[src/common/charger_pkg.sv]
// charger_pkg: shared constants, carrier structs and state type for the
// buck charger switching and protection controller.
// assumes a 100 MHz system clock; every time is converted to cycles here.
package charger_pkg;

   // clock and time bases
   localparam longint unsigned CLK_HZ = 100_000_000;
   localparam longint unsigned NS_PER_S = 1_000_000_000;
   localparam longint unsigned US_PER_S = 1_000_000;
   localparam longint unsigned MS_PER_S = 1_000;

   // times in their own units
   localparam longint unsigned DEAD_TIME_NS = 20;
   localparam longint unsigned REFRESH_NS = 200;
   localparam longint unsigned INPUT_OVERCURRENT_BLANK_US = 2500;
   localparam longint unsigned INPUT_OVERCURRENT_HOLD_MS = 1300;
   localparam longint unsigned INPUT_OVERCURRENT_WINDOW_S = 90;
   localparam longint unsigned OVP_QUAL_MS = 30;
   localparam longint unsigned BATLOW_HOLD_MS = 1;

   // derived cycle counts, rounded up as least times
   localparam longint unsigned DEAD_CYC = (DEAD_TIME_NS * CLK_HZ + NS_PER_S - 1) / NS_PER_S;
   localparam longint unsigned REFRESH_CYC = (REFRESH_NS * CLK_HZ + NS_PER_S - 1) / NS_PER_S;
   localparam longint unsigned INPUT_OVERCURRENT_BLANK_CYC = (INPUT_OVERCURRENT_BLANK_US * CLK_HZ + US_PER_S - 1) / US_PER_S;
   localparam longint unsigned INPUT_OVERCURRENT_HOLD_CYC = (INPUT_OVERCURRENT_HOLD_MS * CLK_HZ + MS_PER_S - 1) / MS_PER_S;
   localparam longint unsigned INPUT_OVERCURRENT_WINDOW_CYC = INPUT_OVERCURRENT_WINDOW_S * CLK_HZ;
   localparam longint unsigned OVP_QUAL_CYC = (OVP_QUAL_MS * CLK_HZ + MS_PER_S - 1) / MS_PER_S;
   localparam longint unsigned BATLOW_HOLD_CYC = (BATLOW_HOLD_MS * CLK_HZ + MS_PER_S - 1) / MS_PER_S;

   // counter widths and event limits
   localparam int TMR_W = 34;
   localparam int PH_W = 6;
   localparam int EVT_W = 3;
   localparam logic [EVT_W-1:0] FAIL_LIMIT = 3'h7;
   localparam logic [EVT_W-1:0] SHORT_LIMIT = 3'h7;

   // register byte offsets
   localparam logic [7:0] OPTION_OFS = 8'h00;
   localparam logic [7:0] CHG_CUR_OFS = 8'h04;
   localparam logic [7:0] STATUS_OFS = 8'h08;

   // option word fields and reset values
   localparam int OPT_INHIBIT_BIT = 0;
   localparam int OPT_INPUT_OVERCURRENT_LSB = 1;
   localparam int OPT_SHORT_LSB = 7;
   localparam int OPT_FADJ_EN_BIT = 9;
   localparam int OPT_FADJ_UP_BIT = 10;
   localparam logic [15:0] OPTION_RST = 16'h0004;
   localparam logic [15:0] CHG_CUR_RST = 16'h0000;
   localparam logic [1:0] INPUT_OVERCURRENT_OFF = 2'h0;

   // charge current word limits for the peak over-current level select
   localparam logic [15:0] OCP_TH_MID = 16'h0C00;
   localparam logic [15:0] OCP_TH_HIGH = 16'h1800;
   localparam logic [1:0] OCP_LVL_LOW = 2'h0;
   localparam logic [1:0] OCP_LVL_MID = 2'h1;
   localparam logic [1:0] OCP_LVL_HIGH = 2'h2;

   // comparator and sense front-end inputs
   typedef struct packed {
      logic cycle_start;
      logic error_amp_above_ramp;
      logic undercurrent_cmp;
      logic avg_below_low;
      logic avg_above_high;
      logic battery_low_fault;
      logic input_overcurrent;
      logic charge_peak_overcurrent;
      logic battery_overvoltage;
      logic die_above_upper;
      logic die_below_lower;
      logic bootstrap_low;
      logic upper_short;
      logic lower_short;
      logic supply_uvlo;
      logic adapter_detect_low;
   } sense_in_t;

   // gate drive and power path controls
   typedef struct packed {
      logic upper_switch;
      logic lower_switch;
      logic adapter_path_switch;
      logic reverse_block_switch;
      logic battery_path_switch;
      logic discharge_sink;
      logic regulator_ilim_low;
      logic charge_limit_low;
      logic soft_start;
   } gate_out_t;

   // analog trim selections handed to the front-end
   typedef struct packed {
      logic [1:0] input_overcurrent_level;
      logic [1:0] ocp_level;
      logic [1:0] upper_short_level;
      logic freq_adjust_en;
      logic freq_adjust_up;
   } trim_out_t;

   typedef enum logic [2:0] {
      S_IDLE, S_DEAD_HI, S_UPPER, S_DEAD_LO, S_LOWER, S_REFRESH
   } gate_state_t;

endpackage

[src/design/charger_switching_protection_ctrl.sv]
// charger_switching_protection_ctrl: gate sequencing and fault handling for
// a synchronous buck charger, with option and charge current registers on
// a classic Wishbone slave.
// assumes all front-end comparator levels are synchronous to clk_i and
// that cycle_start pulses one clk_i cycle at each switching cycle start.
//
// Our own choices: the register offsets and the Wishbone register port.
`timescale 1ns/1ps
module charger_switching_protection_ctrl
   import charger_pkg::*;
#(
   parameter logic [TMR_W-1:0] BLANK_CYC = TMR_W'(INPUT_OVERCURRENT_BLANK_CYC),
   parameter logic [TMR_W-1:0] HOLD_CYC = TMR_W'(INPUT_OVERCURRENT_HOLD_CYC),
   parameter logic [TMR_W-1:0] WINDOW_CYC = TMR_W'(INPUT_OVERCURRENT_WINDOW_CYC),
   parameter logic [TMR_W-1:0] OVP_CYC = TMR_W'(OVP_QUAL_CYC),
   parameter logic [TMR_W-1:0] BATLOW_CYC = TMR_W'(BATLOW_HOLD_CYC)
) (
   // clock and reset
   input wire logic clk_i,
   input wire logic rst_i,
   // wishbone slave
   input wire logic wb_cyc_i,
   input wire logic wb_stb_i,
   input wire logic wb_we_i,
   input wire logic [7:0] wb_adr_i,
   input wire logic [3:0] wb_sel_i,
   input wire logic [31:0] wb_dat_i,
   output logic [31:0] wb_dat_o,
   output logic wb_ack_o,
   // analog front-end
   input wire sense_in_t sense_i,
   output gate_out_t gate_o,
   output trim_out_t trim_o
);
   localparam logic [PH_W-1:0] DEAD_LAST = PH_W'(DEAD_CYC - 1);
   localparam logic [PH_W-1:0] REFRESH_LAST = PH_W'(REFRESH_CYC - 1);

   sense_in_t in_reg;
   logic [15:0] option_reg;
   logic [15:0] chg_cur_reg;
   gate_state_t state_reg;
   gate_state_t state_next;
   logic [PH_W-1:0] phase_reg;
   logic [PH_W-1:0] phase_next;
   logic sync_mode_reg;
   logic thermal_reg;
   logic input_overcurrent_hold_reg;
   logic input_overcurrent_latch_reg;
   logic window_reg;
   logic batlow_hold_reg;
   logic batlow_prev_reg;
   logic short_latch_reg;
   logic upper_short_prev_reg;
   logic lower_short_prev_reg;
   logic charge_en_reg;
   logic blank_done;
   logic hold_done;
   logic window_done;
   logic ovp_done;
   logic batlow_done;
   logic fail_reached;
   logic [EVT_W-1:0] fail_count;
   logic up_short_reached;
   logic lo_short_reached;
   logic trip_evt;
   logic latch_clear;
   logic charge_en_next;
   logic run_ok;
   logic bus_req;
   logic bus_wr;
   logic [31:0] rd_data;

   // every front-end level is registered once so all logic sees one edge
   always_ff @(posedge clk_i) begin
      if (rst_i) begin
         in_reg <= '0;
      end else begin
         in_reg <= sense_i;
      end
   end

   // wishbone: answer one cycle after the strobe, drop ack the cycle after
   assign bus_req = wb_cyc_i && wb_stb_i && !wb_ack_o;
   assign bus_wr = bus_req && wb_we_i;

   always_ff @(posedge clk_i) begin
      if (rst_i) begin
         wb_ack_o <= 1'b0;
         wb_dat_o <= '0;
      end else begin
         wb_ack_o <= bus_req;
         wb_dat_o <= (bus_req && !wb_we_i) ? rd_data : '0;
      end
   end

   // software writes option and charge current words through byte lanes
   always_ff @(posedge clk_i) begin
      if (rst_i) begin
         option_reg <= OPTION_RST;
         chg_cur_reg <= CHG_CUR_RST;
      end else if (bus_wr) begin
         if (wb_adr_i == OPTION_OFS) begin
            if (wb_sel_i[0]) option_reg[7:0] <= wb_dat_i[7:0];
            if (wb_sel_i[1]) option_reg[15:8] <= wb_dat_i[15:8];
         end else if (wb_adr_i == CHG_CUR_OFS) begin
            if (wb_sel_i[0]) chg_cur_reg[7:0] <= wb_dat_i[7:0];
            if (wb_sel_i[1]) chg_cur_reg[15:8] <= wb_dat_i[15:8];
         end
      end
   end

   // read mux; unmapped addresses answer with zero
   always_comb begin
      rd_data = '0;
      case (wb_adr_i)
         OPTION_OFS: rd_data = {16'h0000, option_reg};
         CHG_CUR_OFS: rd_data = {16'h0000, chg_cur_reg};
         STATUS_OFS: rd_data = {20'h00000, fail_count, short_latch_reg, thermal_reg,
                                batlow_hold_reg, ovp_done, in_reg.battery_overvoltage,
                                input_overcurrent_latch_reg, input_overcurrent_hold_reg, sync_mode_reg, charge_en_reg};
         default: rd_data = '0;
      endcase
   end

   // input overcurrent must persist through the blanking interval
   hold_timer #(.W(TMR_W), .LIMIT(BLANK_CYC)) blank_tmr (
      .clk_i(clk_i),
      .rst_i(rst_i),
      .run_i(in_reg.input_overcurrent && (option_reg[OPT_INPUT_OVERCURRENT_LSB +: 2] != INPUT_OVERCURRENT_OFF)
             && !input_overcurrent_hold_reg && !input_overcurrent_latch_reg),
      .done_o(blank_done)
   );
   assign trip_evt = blank_done && !input_overcurrent_hold_reg;

   hold_timer #(.W(TMR_W), .LIMIT(HOLD_CYC)) hold_tmr (
      .clk_i(clk_i),
      .rst_i(rst_i),
      .run_i(input_overcurrent_hold_reg),
      .done_o(hold_done)
   );

   // counting window opens at a trip and closes when it elapses
   hold_timer #(.W(TMR_W), .LIMIT(WINDOW_CYC)) window_tmr (
      .clk_i(clk_i),
      .rst_i(rst_i),
      .run_i(window_reg && !window_done),
      .done_o(window_done)
   );

   assign latch_clear = in_reg.adapter_detect_low;

   // failure count is zeroed by window elapse or adapter removal
   event_counter #(.W(EVT_W), .TARGET(FAIL_LIMIT)) fail_cnt (
      .clk_i(clk_i),
      .rst_i(rst_i),
      .clear_i(window_done || latch_clear),
      .event_i(trip_evt),
      .count_o(fail_count),
      .reached_o(fail_reached)
   );

   // hold releases only once the timer ran out and the overload has gone
   always_ff @(posedge clk_i) begin
      if (rst_i) begin
         input_overcurrent_hold_reg <= 1'b0;
         window_reg <= 1'b0;
      end else begin
         if (trip_evt) begin
            input_overcurrent_hold_reg <= 1'b1;
         end else if (hold_done && !in_reg.input_overcurrent) begin
            input_overcurrent_hold_reg <= 1'b0;
         end
         window_reg <= trip_evt || (window_reg && !window_done);
      end
   end

   // latch-off after too many trips, cleared by adapter detect low only
   always_ff @(posedge clk_i) begin
      if (rst_i) begin
         input_overcurrent_latch_reg <= 1'b0;
      end else if (latch_clear) begin
         input_overcurrent_latch_reg <= 1'b0;
      end else if (fail_reached) begin
         input_overcurrent_latch_reg <= 1'b1;
      end
   end

   // overvoltage longer than qualification time disables the charger
   hold_timer #(.W(TMR_W), .LIMIT(OVP_CYC)) ovp_tmr (
      .clk_i(clk_i),
      .rst_i(rst_i),
      .run_i(in_reg.battery_overvoltage),
      .done_o(ovp_done)
   );

   // battery low: a fixed pause from each rising entry into the fault
   hold_timer #(.W(TMR_W), .LIMIT(BATLOW_CYC)) batlow_tmr (
      .clk_i(clk_i),
      .rst_i(rst_i),
      .run_i(batlow_hold_reg),
      .done_o(batlow_done)
   );

   always_ff @(posedge clk_i) begin
      if (rst_i) begin
         batlow_prev_reg <= 1'b0;
         batlow_hold_reg <= 1'b0;
      end else begin
         batlow_prev_reg <= in_reg.battery_low_fault;
         if (in_reg.battery_low_fault && !batlow_prev_reg) begin
            batlow_hold_reg <= 1'b1;
         end else if (batlow_done) begin
            batlow_hold_reg <= 1'b0;
         end
      end
   end

   // thermal shutdown with hysteresis between the two die limits
   always_ff @(posedge clk_i) begin
      if (rst_i) begin
         thermal_reg <= 1'b0;
      end else if (in_reg.die_above_upper) begin
         thermal_reg <= 1'b1;
      end else if (in_reg.die_below_lower) begin
         thermal_reg <= 1'b0;
      end
   end

   // short events are counted on comparator rising edges
   always_ff @(posedge clk_i) begin
      if (rst_i) begin
         upper_short_prev_reg <= 1'b0;
         lower_short_prev_reg <= 1'b0;
      end else begin
         upper_short_prev_reg <= in_reg.upper_short;
         lower_short_prev_reg <= in_reg.lower_short;
      end
   end

   event_counter #(.W(EVT_W), .TARGET(SHORT_LIMIT)) up_short_cnt (
      .clk_i(clk_i),
      .rst_i(rst_i),
      .clear_i(in_reg.supply_uvlo || latch_clear),
      .event_i(in_reg.upper_short && !upper_short_prev_reg),
      .count_o(),
      .reached_o(up_short_reached)
   );

   event_counter #(.W(EVT_W), .TARGET(SHORT_LIMIT)) lo_short_cnt (
      .clk_i(clk_i),
      .rst_i(rst_i),
      .clear_i(in_reg.supply_uvlo || latch_clear),
      .event_i(in_reg.lower_short && !lower_short_prev_reg),
      .count_o(),
      .reached_o(lo_short_reached)
   );

   // short latch holds until supply undervoltage or adapter removal
   always_ff @(posedge clk_i) begin
      if (rst_i) begin
         short_latch_reg <= 1'b0;
      end else if (in_reg.supply_uvlo || latch_clear) begin
         short_latch_reg <= 1'b0;
      end else if (up_short_reached || lo_short_reached) begin
         short_latch_reg <= 1'b1;
      end
   end

   // synchronous / non-synchronous selection with current hysteresis
   always_ff @(posedge clk_i) begin
      if (rst_i) begin
         sync_mode_reg <= 1'b0;
      end else if (in_reg.avg_below_low || in_reg.battery_low_fault) begin
         sync_mode_reg <= 1'b0;
      end else if (in_reg.avg_above_high) begin
         sync_mode_reg <= 1'b1;
      end
   end

   // every stop condition but the immediate overvoltage (run_ok) gathered; a rise of the enable means soft-start
   assign charge_en_next = !option_reg[OPT_INHIBIT_BIT] && !input_overcurrent_hold_reg
                           && !input_overcurrent_latch_reg && !ovp_done && !batlow_hold_reg
                           && !thermal_reg && !short_latch_reg;

   always_ff @(posedge clk_i) begin
      if (rst_i) begin
         charge_en_reg <= 1'b0;
      end else begin
         charge_en_reg <= charge_en_next;
      end
   end

   // overvoltage stops any switch from turning on, immediately
   assign run_ok = charge_en_reg && !in_reg.battery_overvoltage;

   // gate sequencer; both switches are off in every state but three
   always_comb begin
      state_next = state_reg;
      phase_next = phase_reg;
      case (state_reg)
         S_IDLE: begin
            if (in_reg.cycle_start && run_ok) begin
               state_next = S_DEAD_HI;
               phase_next = DEAD_LAST;
            end
         end
         S_DEAD_HI: begin
            if (!run_ok) begin
               state_next = S_IDLE;
            end else if (phase_reg != '0) begin
               phase_next = phase_reg - PH_W'(1);
            end else if (in_reg.error_amp_above_ramp && !in_reg.charge_peak_overcurrent) begin
               state_next = S_UPPER;
            end else begin
               state_next = S_DEAD_LO;
               phase_next = DEAD_LAST;
            end
         end
         S_UPPER: begin
            // peak overcurrent ends the high side until the next cycle start
            if (!run_ok) begin
               state_next = S_IDLE;
            end else if (!in_reg.error_amp_above_ramp || in_reg.charge_peak_overcurrent
                         || in_reg.bootstrap_low) begin
               state_next = S_DEAD_LO;
               phase_next = DEAD_LAST;
            end
         end
         S_DEAD_LO: begin
            if (!run_ok) begin
               state_next = S_IDLE;
            end else if (in_reg.cycle_start) begin
               state_next = S_DEAD_HI;
               phase_next = DEAD_LAST;
            end else if (phase_reg != '0) begin
               phase_next = phase_reg - PH_W'(1);
            end else if (in_reg.bootstrap_low) begin
               state_next = S_REFRESH;
               phase_next = REFRESH_LAST;
            end else if (sync_mode_reg) begin
               state_next = S_LOWER;
            end else begin
               state_next = S_IDLE;
            end
         end
         S_LOWER: begin
            // low side ends at cycle end, on reverse current, or mode change
            if (in_reg.cycle_start && run_ok) begin
               state_next = S_DEAD_HI;
               phase_next = DEAD_LAST;
            end else if (!run_ok || in_reg.undercurrent_cmp || !sync_mode_reg) begin
               state_next = S_IDLE;
            end
         end
         S_REFRESH: begin
            if (in_reg.cycle_start && run_ok) begin
               state_next = S_DEAD_HI;
               phase_next = DEAD_LAST;
            end else if (!run_ok || phase_reg == '0) begin
               state_next = S_IDLE;
            end else begin
               phase_next = phase_reg - PH_W'(1);
            end
         end
         default: begin
            state_next = S_IDLE;
         end
      endcase
   end

   always_ff @(posedge clk_i) begin
      if (rst_i) begin
         state_reg <= S_IDLE;
         phase_reg <= '0;
      end else begin
         state_reg <= state_next;
         phase_reg <= phase_next;
      end
   end

   // gate outputs registered from the next state; path and limit outputs from the fault flags
   always_ff @(posedge clk_i) begin
      if (rst_i) begin
         gate_o <= '0;
      end else begin
         gate_o.upper_switch <= (state_next == S_UPPER);
         gate_o.lower_switch <= (state_next == S_LOWER) || (state_next == S_REFRESH);
         gate_o.adapter_path_switch <= !(input_overcurrent_hold_reg || input_overcurrent_latch_reg
                                         || short_latch_reg);
         gate_o.reverse_block_switch <= !(input_overcurrent_hold_reg || input_overcurrent_latch_reg || short_latch_reg);
         gate_o.battery_path_switch <= short_latch_reg;
         gate_o.discharge_sink <= in_reg.battery_overvoltage;
         gate_o.regulator_ilim_low <= thermal_reg;
         gate_o.charge_limit_low <= in_reg.battery_low_fault;
         gate_o.soft_start <= charge_en_next && !charge_en_reg;
      end
   end

   // trim selections; the peak level follows the programmed charge current
   always_ff @(posedge clk_i) begin
      if (rst_i) begin
         trim_o <= '0;
      end else begin
         trim_o.input_overcurrent_level <= option_reg[OPT_INPUT_OVERCURRENT_LSB +: 2];
         trim_o.upper_short_level <= option_reg[OPT_SHORT_LSB +: 2];
         trim_o.freq_adjust_en <= option_reg[OPT_FADJ_EN_BIT];
         trim_o.freq_adjust_up <= option_reg[OPT_FADJ_UP_BIT];
         if (chg_cur_reg >= OCP_TH_HIGH) begin
            trim_o.ocp_level <= OCP_LVL_HIGH;
         end else if (chg_cur_reg >= OCP_TH_MID) begin
            trim_o.ocp_level <= OCP_LVL_MID;
         end else begin
            trim_o.ocp_level <= OCP_LVL_LOW;
         end
      end
   end
endmodule

[src/design/hold_timer.sv]
// hold_timer: counts clock cycles while run_i is high and flags when the
// programmed number of cycles has passed; dropping run_i restarts it.
// assumes run_i is already synchronous to clk_i.
`timescale 1ns/1ps
module hold_timer #(
   parameter int W = 34,
   parameter logic [W-1:0] LIMIT = 1
) (
   // clock and reset
   input wire logic clk_i,
   input wire logic rst_i,
   // control
   input wire logic run_i,
   output logic done_o
);
   logic [W-1:0] count_reg;

   // done rises LIMIT cycles after run_i rises and stays while run_i holds
   always_ff @(posedge clk_i) begin
      if (rst_i || !run_i) begin
         count_reg <= '0;
         done_o <= 1'b0;
      end else if (!done_o) begin
         if (count_reg == LIMIT - W'(1)) begin
            done_o <= 1'b1;
         end else begin
            count_reg <= count_reg + W'(1);
         end
      end
   end
endmodule

[src/design/event_counter.sv]
// event_counter: saturating count of single-cycle events with a clear;
// flags when the target count is reached.
// assumes event_i is a one-cycle pulse synchronous to clk_i.
`timescale 1ns/1ps
module event_counter #(
   parameter int W = 3,
   parameter logic [W-1:0] TARGET = 7
) (
   // clock and reset
   input wire logic clk_i,
   input wire logic rst_i,
   // events
   input wire logic clear_i,
   input wire logic event_i,
   output logic [W-1:0] count_o,
   output logic reached_o
);
   logic [W-1:0] count_next;

   // an event in the clearing cycle is kept as the first of a new count
   always_comb begin
      count_next = count_o;
      if (event_i) begin
         count_next = clear_i ? W'(1) : ((count_o == '1) ? count_o : count_o + W'(1));
      end else if (clear_i) begin
         count_next = '0;
      end
   end

   always_ff @(posedge clk_i) begin
      if (rst_i) begin
         count_o <= '0;
         reached_o <= 1'b0;
      end else begin
         count_o <= count_next;
         reached_o <= (count_next >= TARGET);
      end
   end
endmodule

[config.mk]
export PLATFORM = sky130hd
export DESIGN_NAME = charger_switching_protection_ctrl
export DESIGN_NICKNAME = d
export VERILOG_FILES = /design/src/common/charger_pkg.sv /design/src/design/charger_switching_protection_ctrl.sv /design/src/design/hold_timer.sv /design/src/design/event_counter.sv
export SDC_FILE = /design/constraint.sdc
export NUM_CORES = 1
export LEC_CHECK = 0
export BUFFER_PORTS_ARGS = -buffer_cell sky130_fd_sc_hd__clkbuf_2
export CORE_MARGIN = 1.5
export CORE_UTILIZATION = 60
export DETAILED_ROUTE_END_ITERATION = 10
export HOLD_SLACK_MARGIN = 0.02
export PLACE_DENSITY = 0.84
export RECOVER_POWER = 50
export REMOVE_ABC_BUFFERS = 1
export SYNTH_ARGS = -nofsm -noshare
export SYNTH_HDL_FRONTEND = slang
export SYNTH_SLANG_ARGS = --single-unit
[constraint.sdc]
create_clock -name clk_i -period 2.85 [get_ports clk_i]
set_input_delay 0.57 -clock clk_i [delete_from_list [all_inputs] [get_ports clk_i]]
set_output_delay 0.57 -clock clk_i [all_outputs]
set_load 0.005 [all_outputs]
# Yosys cells after proc, flatten, opt, wreduce, memory -nomap -nowiden
# Cells that the tools add are included.
# op_classes
n_addsub	9
order_cmp	5
n_eq_ne	26
muxes	60
n_bitwise	12
n_reduce_logical	89
# ops
op	n
adder 34 x 1 -> 34 bit, second input constant	5
two-way mux 3 bit	26
two-way mux 6 bit	12
case mux 16 bit (3 select lines)	1
== test 34 x 17 -> 1 bit, second input constant	1
== test 34 x 18 -> 1 bit, second input constant	1
== test 34 x 22 -> 1 bit, second input constant	1
== test 34 x 27 -> 1 bit, second input constant	1
== test 34 bit, second input constant	1
case mux 6 bit (5 select lines)	1
logical AND 1 bit	23
logical NOT 1 bit	23
== test 3 bit, second input constant	7
logical OR 1 bit	18
two-way mux 1 bit	18
case mux 3 bit (6 select lines)	1
>= comparator 16 x 12 -> 1 bit, second input constant	1
>= comparator 16 x 13 -> 1 bit, second input constant	1
inverter 1 bit	12
OR reduction 2 bit	6
AND reduction 2 bit	5
adder 3 x 1 -> 3 bit, second input constant	3
== test 3 x 2 -> 1 bit, second input constant	3
>= comparator 3 bit, second input constant	3
other kinds (18)	27
# word_totals
regBits	303
inputBits	65
out_inout_bits	50
elab_cells	265

# Depth between registers and ports, before layout
# Gate-level depths: netlist (run 1).
# logic_depth
ltp_word	10
mapped_depth	8
mapped_depth_nobuf	7

# Modules after synthesis
# A second synthesis (run 1) with hierarchy kept.
# hier_totals
hier_cells	1531
area_unflattened_um2	13445.4
# by_module_without_submodules
mod	instances	cells_each	area_per_inst_um2	seq_area_each_um2
charger_switching_protection_ctrl	1	429	4020.1	2001.9
hold_timer (ovp_tmr)	1	229	1888.1	700.7
hold_timer (hold_tmr)	1	226	1874.3	700.7
hold_timer (batlow_tmr)	1	205	1764.2	700.7
hold_timer (window_tmr)	1	204	1716.6	700.7
hold_timer (blank_tmr)	1	187	1656.6	700.7
event_counter	3	17	175.2	80.1

# Least setup slack after synthesis (run 1)
# No wires, ideal clock.
# synth_path
path_type	input to register
startpoint	input wb_adr_i[5]
endpoint	register chg_cur_reg[8]
setup_ns	0.128
arrival_time_ns	2.003
slack_ns	0.719
stages	5
n_path_buf	0
cell_sequence	nor4_1 -> nand2_1 -> nor3_2 -> mux2i_1 -> nor2_1
# synth_via
elab_chain_cells	3
elab_cells_between_ends	4
# synth_rtl
item	line_no	rtl
start: declaration	charger_switching_protection_ctrl.sv:25	input wire logic [7:0] wb_adr_i,
logical NOT 8 bit	charger_switching_protection_ctrl.sv:102	if (wb_adr_i == OPTION_OFS) begin
inverter 1 bit (no line)	--	
AND reduction 4 bit (no line) *	--	
end signal: assignment	charger_switching_protection_ctrl.sv:107	if (wb_sel_i[1]) chg_cur_reg[15:8] <= wb_dat_i[15:8];
end: declaration	charger_switching_protection_ctrl.sv:40	logic [15:0] chg_cur_reg;
# Every way passes the cells marked *; elsewhere a longest branch is shown, timed or not.
# A chain may end at the register's enable or synchronous reset.

# Worst setup path in the final report (run 1)
# layout_path
startpoint	input wb_adr_i[2]
endpoint	register wb_dat_o[9]
# layout_via
elab_chain_cells	2
elab_cells_between_ends	4
# layout_rtl
item	line_no	rtl
== test 8 x 4 -> 1 bit, or another cell as far along	charger_switching_protection_ctrl.sv:115	case (wb_adr_i)
case mux 16 bit (3 select lines) *	charger_switching_protection_ctrl.sv:115	
end signal: assignment	charger_switching_protection_ctrl.sv:92	wb_dat_o <= (bus_req && !wb_we_i) ? rd_data : '0;
end: declaration	charger_switching_protection_ctrl.sv:28	output logic [31:0] wb_dat_o,
# Marks and branches as above.

==> results of run 1 <==
## worst max-delay path, stage by stage
cell and delay (ns):
sky130_fd_sc_hd__clkbuf_1 0.35, sky130_fd_sc_hd__clkbuf_1 0.85, sky130_fd_sc_hd__nor2b_1 0.25, sky130_fd_sc_hd__clkbuf_1 0.37, sky130_fd_sc_hd__a21oi_1 0.16, sky130_fd_sc_hd__nor2_1 0.20
## routing by layer
metal	wire length [um]	track usage, %	up-vias
li1	-	-	5760
met1	13670	35.39	5561
met2	14690	45.90	353
met3	1813	3.293	62
met4	802	9.135	2
met5	13	0	-
## power groups by stage
| stage | combinational [mW] | sequential [mW] | clock [mW] |
|---|---|---|---|
| after floorplan | 0.0968 | 4.15 | 0 |
| after global placement | 0.206 | 4.15 | 0 |
| after detailed placement | 0.213 | 4.15 | 0 |
| after CTS | 0.216 | 4.06 | 4.13 |
| after global routing | 0.234 | 4.07 | 4.27 |
| final | 0.211 | 4.06 | 4.08 |
## cells by family (layout without fill, tap and decap cells)
family                   count (synthesis)  in the layout
AO/OA/AOI/OAI                          264            264
AND/OR/NAND/NOR                        741            741
other                                    1             17
XOR/XNOR                                57             57
buffers and inverters                  106            190
flip-flops                             287            287
adder cells (fa/ha/maj)                 10             10
multiplexers                            63             63
## cell type report
class	instances	area [sq um]
Sequential cell	287	5746
Timing Repair Buffer	111	539.3
Inverter	23	86.33
Clock inverter	20	236.5
Clock buffer	36	813.3
Multi-Input combinational cell	1151	7067
Fill cell	1759	6915
Antenna cell	1	2.502
Tap cell	280	350.3
## per-stage QoR
| step | total power, mW | util [%] |
|---|---|---|
| 6_report | 8.357 | 68.21 |
| 5_1_grt | 8.573 | 68.21 |
| 4_1_cts | 8.404 | 68.69 |
| 3_5_place_dp | 4.365 | 63.87 |
| 2_1_floorplan | 4.242 | - |
| 3_3_place_gp | 4.358 | 63.87 |
## worst paths after layout
kind	start	endpoint	slack, ns	cells after the start
worst max-delay path	wb_adr_i[2]	wb_dat_o[9]$_SDFF_PP0_	0.56	6
worst min-delay path	sense_i[5]	in_reg[5]$_SDFF_PP0_	0.22	2
worst max register to register	ovp_tmr.count_reg[1]$_SDFFE_PP0P_	ovp_tmr.count_reg[17]$_SDFFE_PP0P_	0.57	6
worst min register to register	in_reg[12]$_SDFF_PP0_	sync_mode_reg$_SDFFE_PP0P_	0.39	1
## synthesized netlist by cell type (all sizes together), types with 8 or more instances
| master | count |
|---|---|
| xor2 | 39 |
| nand4b | 8 |
| o211ai | 14 |
| xnor2 | 18 |
| and3 | 22 |
| nand4 | 67 |
| mux2i | 63 |
| ha | 10 |
| and2 | 17 |
| or4 | 39 |
| a21oi | 105 |
| a31oi | 10 |
| buf | 32 |
| nor4b | 12 |
| o21ai | 65 |
| clkbuf | 51 |
| nand2 | 114 |
| dfxtp | 287 |
| nand2b | 26 |
| nand3 | 60 |
| and4 | 17 |
| inv | 23 |
| o31ai | 33 |
| or3 | 50 |
| nor3 | 36 |
| nor2b | 38 |
| nor4 | 48 |
| nor2 | 164 |
==> out/summary.md, run 1 <==
For the number of remaining DRC errors, the log shows 0. In this run the worst hold path is classified as in -> reg. In this run switching power makes up 21.85% of total power.

The synthesized design contains 287 register bits. The tools report the number of antenna violations at the first check in global routing as 2. The number of nets with antenna violations after detailed routing is 0, and the yosys synthesis warning count is 0. In this run the cell area of the synthesized design comes to 0.01327 sq mm.

For this block, the routed nets add up to 30990 um of wire. At the worst endpoint, the required time is 3.32 ns. The clock network accounts for 48.8% of the total power. The tools report the final non-filler cell area as 0.01484 sq mm. After detailed routing, the average wire length per cell comes to 16.23 um. Main combinational cell family by area after synthesis: simple AND/OR/NAND/NOR gates. The transition at the pin with the smallest max-transition slack is 1.497 ns, and the synthesized-area fraction occupied by ao, oa, aoi and oai cells is 12.11%.

The clock period could shrink to 2.290 ns. The area added between synthesis and finish was 11.84%; the total internal power was 6.531 mW. Timing would allow up to 436.7 MHz. After clock tree synthesis, the clock-pin slew on the worst setup and hold paths is 0.06 ns. The number of placed instances, taps included was 1852.

In this run the clock root is driven by a sky130_fd_sc_hd__clkbuf_16. In the routed layout, each cell is associated on average with a via count of 6.149. The logs give 0 for the max-slew violation count and 36 for the largest net degree at the start of global routing. Setup repair after global routing left no endpoint under its margin. The number of hold violations in the final report is 0.

At the end of the flow, the number of nets in the layout was 1679. Number of core rows: 54. Summing the areas of all and, or, nand and nor instances in the mapped netlist gives 31.28% of the synthesized area. The synthesized design spends more area on one cell type than any other, namely sky130_fd_sc_hd__dfxtp_1. Once the floorplan was initialized, standard cells occupied 60.99% of the core. The share of the yosys chip area belonging to registers is 43.30%.

Element type at the critical path end: a flop. Via total after detailed routing: 11740. Type of origin of the critical path: an input port. In this run the standard cell core region covers 0.02176 sq mm.

After synthesis, the netlist uses 69 different library cells. After layout, the worst path uses 80.34% of the clock period. Setup slack on the critical path of the routed design comes to 0.5603 ns. The classification of the worst setup path was in -> reg.

The tools report the count of mapped cells out of synthesis as 1529. The number of flops mapped to enable cells by yosys is 0, and the proportion of register bits with asynchronous set or reset after synthesis is 0%. The total iterations of the first detailed-routing run is 7, and the worst clock skew is 0.02077 ns.

Yosys attributes the largest share of cell area to sky130_fd_sc_hd__dfxtp_1 (43%), sky130_fd_sc_hd__mux2i_1 (4.8%), sky130_fd_sc_hd__nor2_1 (4.6%). Summed over its instances, the top area cell type makes up 43.30% of the synthesized netlist area. The worst max-slew margin expressed relative to the limit is 0.1692%, and the number of placed I/O pins is 115.

The logs give 3 for the clock tree buffer depth and 26.97% for the overall fraction of global-route tracks in use. The number of input and output port buffers inserted is 80. CTS saw 287 sinks. The checks that failed: max-capacitance violations. The clock reaches the later pin of the worst-skew pair after 0.56 ns. The maximum fanout along the worst path works out to 15. The leakage power is 5.029 nW, and the part of the total power dissipated in combinational logic is 2.5%.

Excluding fillers, the count of instances in the completed layout stands at 1909. After Yosys synthesis, full adders, half adders and majority gates account for 0.9430% of the synthesized area. Data arrives at the worst endpoint at 2.76 ns. At the placement stage, the worst setup path has a slack of 0.3727 ns. The setup violation total in the final timing report came out at 0.

Leaving out fill and tap cells, the most frequent cell in the layout is sky130_fd_sc_hd__dfxtp_1. The total of hold buffers inserted after clock tree synthesis came out at 0. The number of clock buffers added by TritonCTS is 30. After clock tree synthesis, the repair step resized 0 gates. The die is 151.7 um wide.

Global route total overflow: 0. The library cells used most frequently in the layout, excluding fill and tap cells, are sky130_fd_sc_hd__dfxtp_1 (287), sky130_fd_sc_hd__nor2_1 (162), sky130_fd_sc_hd__nand2_1 (114), sky130_fd_sc_hd__a21oi_1 (105), sky130_fd_sc_hd__nand4_1 (65). The multiplexer area fraction after synthesis is 4.752%, and the net switching power figure is 1.826 mW. The run finished, with violations left.

Sequential cells account for 48.6% of the total power. Of the cells placed in the final design, the portion with a size suffix greater than 1 is 9.521%. The worst-case IR drop observed on VDD is 0.4572 mV.

TritonCTS built the clock tree. Routability congestion estimate: 0.9214. The synthesized netlist devotes 3.762% of its cell area to XOR and XNOR gates. In this run the cell area measured after placement is 0.01389 sq mm.

The logs give 51760 um for the first-pass GRT wire length and 0 for the number of post-CTS setup repair buffers. The number of global-route vias before repair came out at 11090. Dominant synthesized flop cell: sky130_fd_sc_hd__dfxtp_1. The die covers 0.02302 sq mm.

Summed over all failing endpoints, the final setup total negative slack is 0 ns. The maximum level of the CTS H-tree was 1; the height of the die was 151.7 um. The wire-length estimate of the detail-placed layout is 20890 um. The count of maximum capacitance violations is 1. The hold slack was 0.2170 ns; the mean post-synth cell area was 8.678 sq um. The power density of the placed cells was 563.1 mW/mm^2. The iteration-0 DRC count of the detailed router came out at 669.
No activity file was read; power rests on OpenSTA's default activity.
==> run 2: changes to the inputs <==
==> constraint.sdc (replaced) <==
create_clock -name clk_i -period 2.25 [get_ports clk_i]
set_input_delay 0.45 -clock clk_i [delete_from_list [all_inputs] [get_ports clk_i]]
set_output_delay 0.45 -clock clk_i [all_outputs]
set_load 0.005 [all_outputs]
==> out/summary.md, run 2 (synthesized netlist as in run 1, its figures left out) <==
The worst clock skew was 0.01898 ns (-0.001784 ns). Walking the worst path, the cells encountered are inv_1 -> ha_1 -> or3b_2 -> o2111ai_1 -> nor2b_2 -> nor4_1 -> a311o_1. For the final-layout setup total negative slack, the log shows 0 ns (unchanged). For the number of antenna violations at the first check in global routing, the log shows 0 (-2). The tools report the number of hold violations in the final report as 0 (unchanged). Clock latency on the worst-skew pair: 0.56 ns (about the same). The tools report the leakage power as 5.268 nW (+4.8%). The worst hold path begins at sense_i[4]. For the largest net degree at the start of global routing, the log shows 65 (+81%).

The max-slew violation count was 0 (unchanged); the number of input and output port buffers inserted was 80 (unchanged). The first-pass GRT wire length was 51100 um (-1.3%); the net count of the finished layout was 1716 (+2.2%). The post-detailed-route wirelength per cell is 15.88 um (-2.2%).

The transition at the pin with the smallest max-transition slack works out to 0.8630 ns (-0.6345 ns). In this run the critical register-to-register path is launched from phase_reg[0]$_SDFFE_PP0P_. In this run the critical register-to-register path is captured at phase_reg[2]$_SDFFE_PP0P_. The count of maximum capacitance violations is 0 (-1), and the clock transition at the registers of the reported paths is 0.06 ns (about the same).

The starting density of the core was 60.99% (unchanged); the post-route clock period utilization was 94.52%. The clock tree buffer depth was 3 (unchanged); the number of placed I/O pins was 115 (unchanged). The number of global-route vias before repair is 10870 (-2.0%). Layout cell share with drive strength beyond 1: 11.90% (+2.4 points).

Timing would allow up to 470.2 MHz. The iteration-0 DRC count of the detailed router was 640 (-4.3%). The die extent in x was 151.7 um (unchanged). The maximum fanout along the worst path was 4 (-11); the post-route worst setup slack was 0.1234 ns (-0.4370 ns). Classification of the worst setup path: reg -> reg.

The number of sinks on the clock net is 287 (unchanged), and the number of buffers inserted during clock tree synthesis is 30 (unchanged). TritonCTS built the clock tree. The via total after detailed routing is 11830 (+0.75%), and the setup violation total in the final timing report is 0 (unchanged). The logic depth of the worst register-to-register path was 7 (+1). The register-to-register path setup slack is 0.12 ns (-0.45 ns). The worst setup path is captured at a flop.

Routability congestion estimate: 0.8948 (-2.9%). The highest-delay cell along the critical path is sky130_fd_sc_hd__or3b_2. Longest individual stage delay on the worst path: 0.45 ns (-0.40 ns).

The tools report the clock tree root buffer cell as sky130_fd_sc_hd__clkbuf_16. The type of origin of the critical path was a flop. For the required time of the critical path, the log shows 2.69 ns (-0.63 ns).

The maximum VDD drop is 0.6941 mV (+52%), and the post-layout minimum cycle time is 2.127 ns. The total of hold buffers inserted after clock tree synthesis is 0 (unchanged). Setup repair after global routing left no endpoint under its margin. The power density of the placed cells is 698.4 mW/mm^2 (+24%), and the maximum level of the CTS H-tree is 1 (unchanged).

For the hold slack, the log shows 0.1076 ns (-0.1095 ns). The run finished with clean final reports. Global route total overflow: 0 (unchanged).

The count of inserted antenna diode cells came out at 0 (-1). For the worst max-slew margin expressed relative to the limit, the log shows 42.47% (+42 points). Tracing the worst setup path back leads to its startpoint at phase_reg[0]$_SDFFE_PP0P_.

The half-perimeter wire length after placement was 21160 um (+1.3%). For the critical path arrival, the log shows 2.56 ns (-0.20 ns). In this run the worst setup path terminates at phase_reg[2]$_SDFFE_PP0P_. The number of remaining DRC errors was 0 (unchanged). The worst slack at placement was 0.1314 ns (-0.2414 ns); the total wirelength of the detailed-routed design was 30870 um (-0.39%). For the total die area, the log shows 0.02302 sq mm (unchanged). The total iterations of the first detailed-routing run is 5 (-2). The logs give 26.68% (-0.29 points) for the overall fraction of global-route tracks in use and 0.02176 sq mm (unchanged) for the core footprint. In the layout the commonest cells are sky130_fd_sc_hd__dfxtp_1 (287), sky130_fd_sc_hd__nor2_1 (162), sky130_fd_sc_hd__nand2_1 (114), sky130_fd_sc_hd__a21oi_1 (105), sky130_fd_sc_hd__clkbuf_2 (67). The detail-routed via count per cell is 6.083 (-1.1%). The tools report the number of nets with antenna violations after detailed routing as 0 (unchanged). The leading cell type in the layout, fill and taps excluded is sky130_fd_sc_hd__dfxtp_1.

Number of core rows: 54 (unchanged). Compared with the post-synthesis result, the final layout area differs by 14.03%. The path class of the tightest hold or removal check is in -> reg. The post-layout total power is 10.57 mW (+26%).

The height of the die is 151.7 um (unchanged).
run 2: cell count changes in the layout (fill, tap and decap cells not counted), sizes merged:
| cell | previous run | this run |
|---|---|---|
| buf | 15 | 52 |
| bufinv | 4 | 3 |
| clkbuf | 132 | 144 |
| clkinv | 10 | 4 |
| clkinvlp | 4 | 0 |
| diode | 1 | 0 |
| inv | 25 | 23 |
run 2: critical path: cells and delay by family, from the launching register on:
kind / cells / cell delay [ns]
and+or+nand+nor: 3 / 0.80
adders and majority gates: 1 / 0.19
buffers and inverters: 1 / 0.13
AOI/OAI and AO/OA: 2 / 0.57
DFF: 1 / 0.33
run 2: worst min path at each step:
stage | endpoint | slack [ns] | depth (start not counted)
5_1_grt | in_reg[14]$_SDFF_PP0_ | 0.11 | 2
4_1_cts | in_reg[4]$_SDFF_PP0_ | 0.1 | 2
3_5_place_dp | sync_mode_reg$_SDFFE_PP0P_ | 0.38 | 1
3_3_place_gp | sync_mode_reg$_SDFFE_PP0P_ | 0.38 | 1
2_1_floorplan | sync_mode_reg$_SDFFE_PP0P_ | 0.37 | 1
6_report | in_reg[4]$_SDFF_PP0_ | 0.11 | 2
run 2: metal layers:
layer  global-route usage, %  routed length (um)  up-vias
met2                   45.84               14700      285
met1                   35.12               13880     5664
met4                   7.163                 687        0
met3                   3.653                1601       54
li1                        -                   -     5823
met5                       0                   0        -
run 2: per-stage QoR:
step                cell area, sq um  instances  utilization, %
floorplan                      12900       1461               -
global placement               14190       1885           65.23
detailed placement             14190       1885           65.23
CTS                            15240       1940           70.06
global route                   15130       1944           69.55
finish                         15130       1944           69.55
run 2: report_power, final:
group	internal, mW	switching (mW)	total [mW]
sequential	5.12	0.0308	5.15
clock	3.18	1.97	5.15
combinational	0.102	0.165	0.267
total	8.40	2.17	10.6
run 2: layout make-up:
class / instances / area [sq um]
clock inverters: 7 / 110.1
flip-flops and latches: 287 / 5746
inverters: 23 / 86.33
well taps: 280 / 350.3
clock buffers: 48 / 939.7
fillers: 1718 / 6625
multi-input cells: 1151 / 7039
repair buffers: 148 / 859.6
run 2: repair_timing:
action	4_1_cts	5_1_grt
buffers inserted	0	4
hold endpoints to repair	0	0
gates resized for setup	0	2
endpoints found under the setup margin	0	10
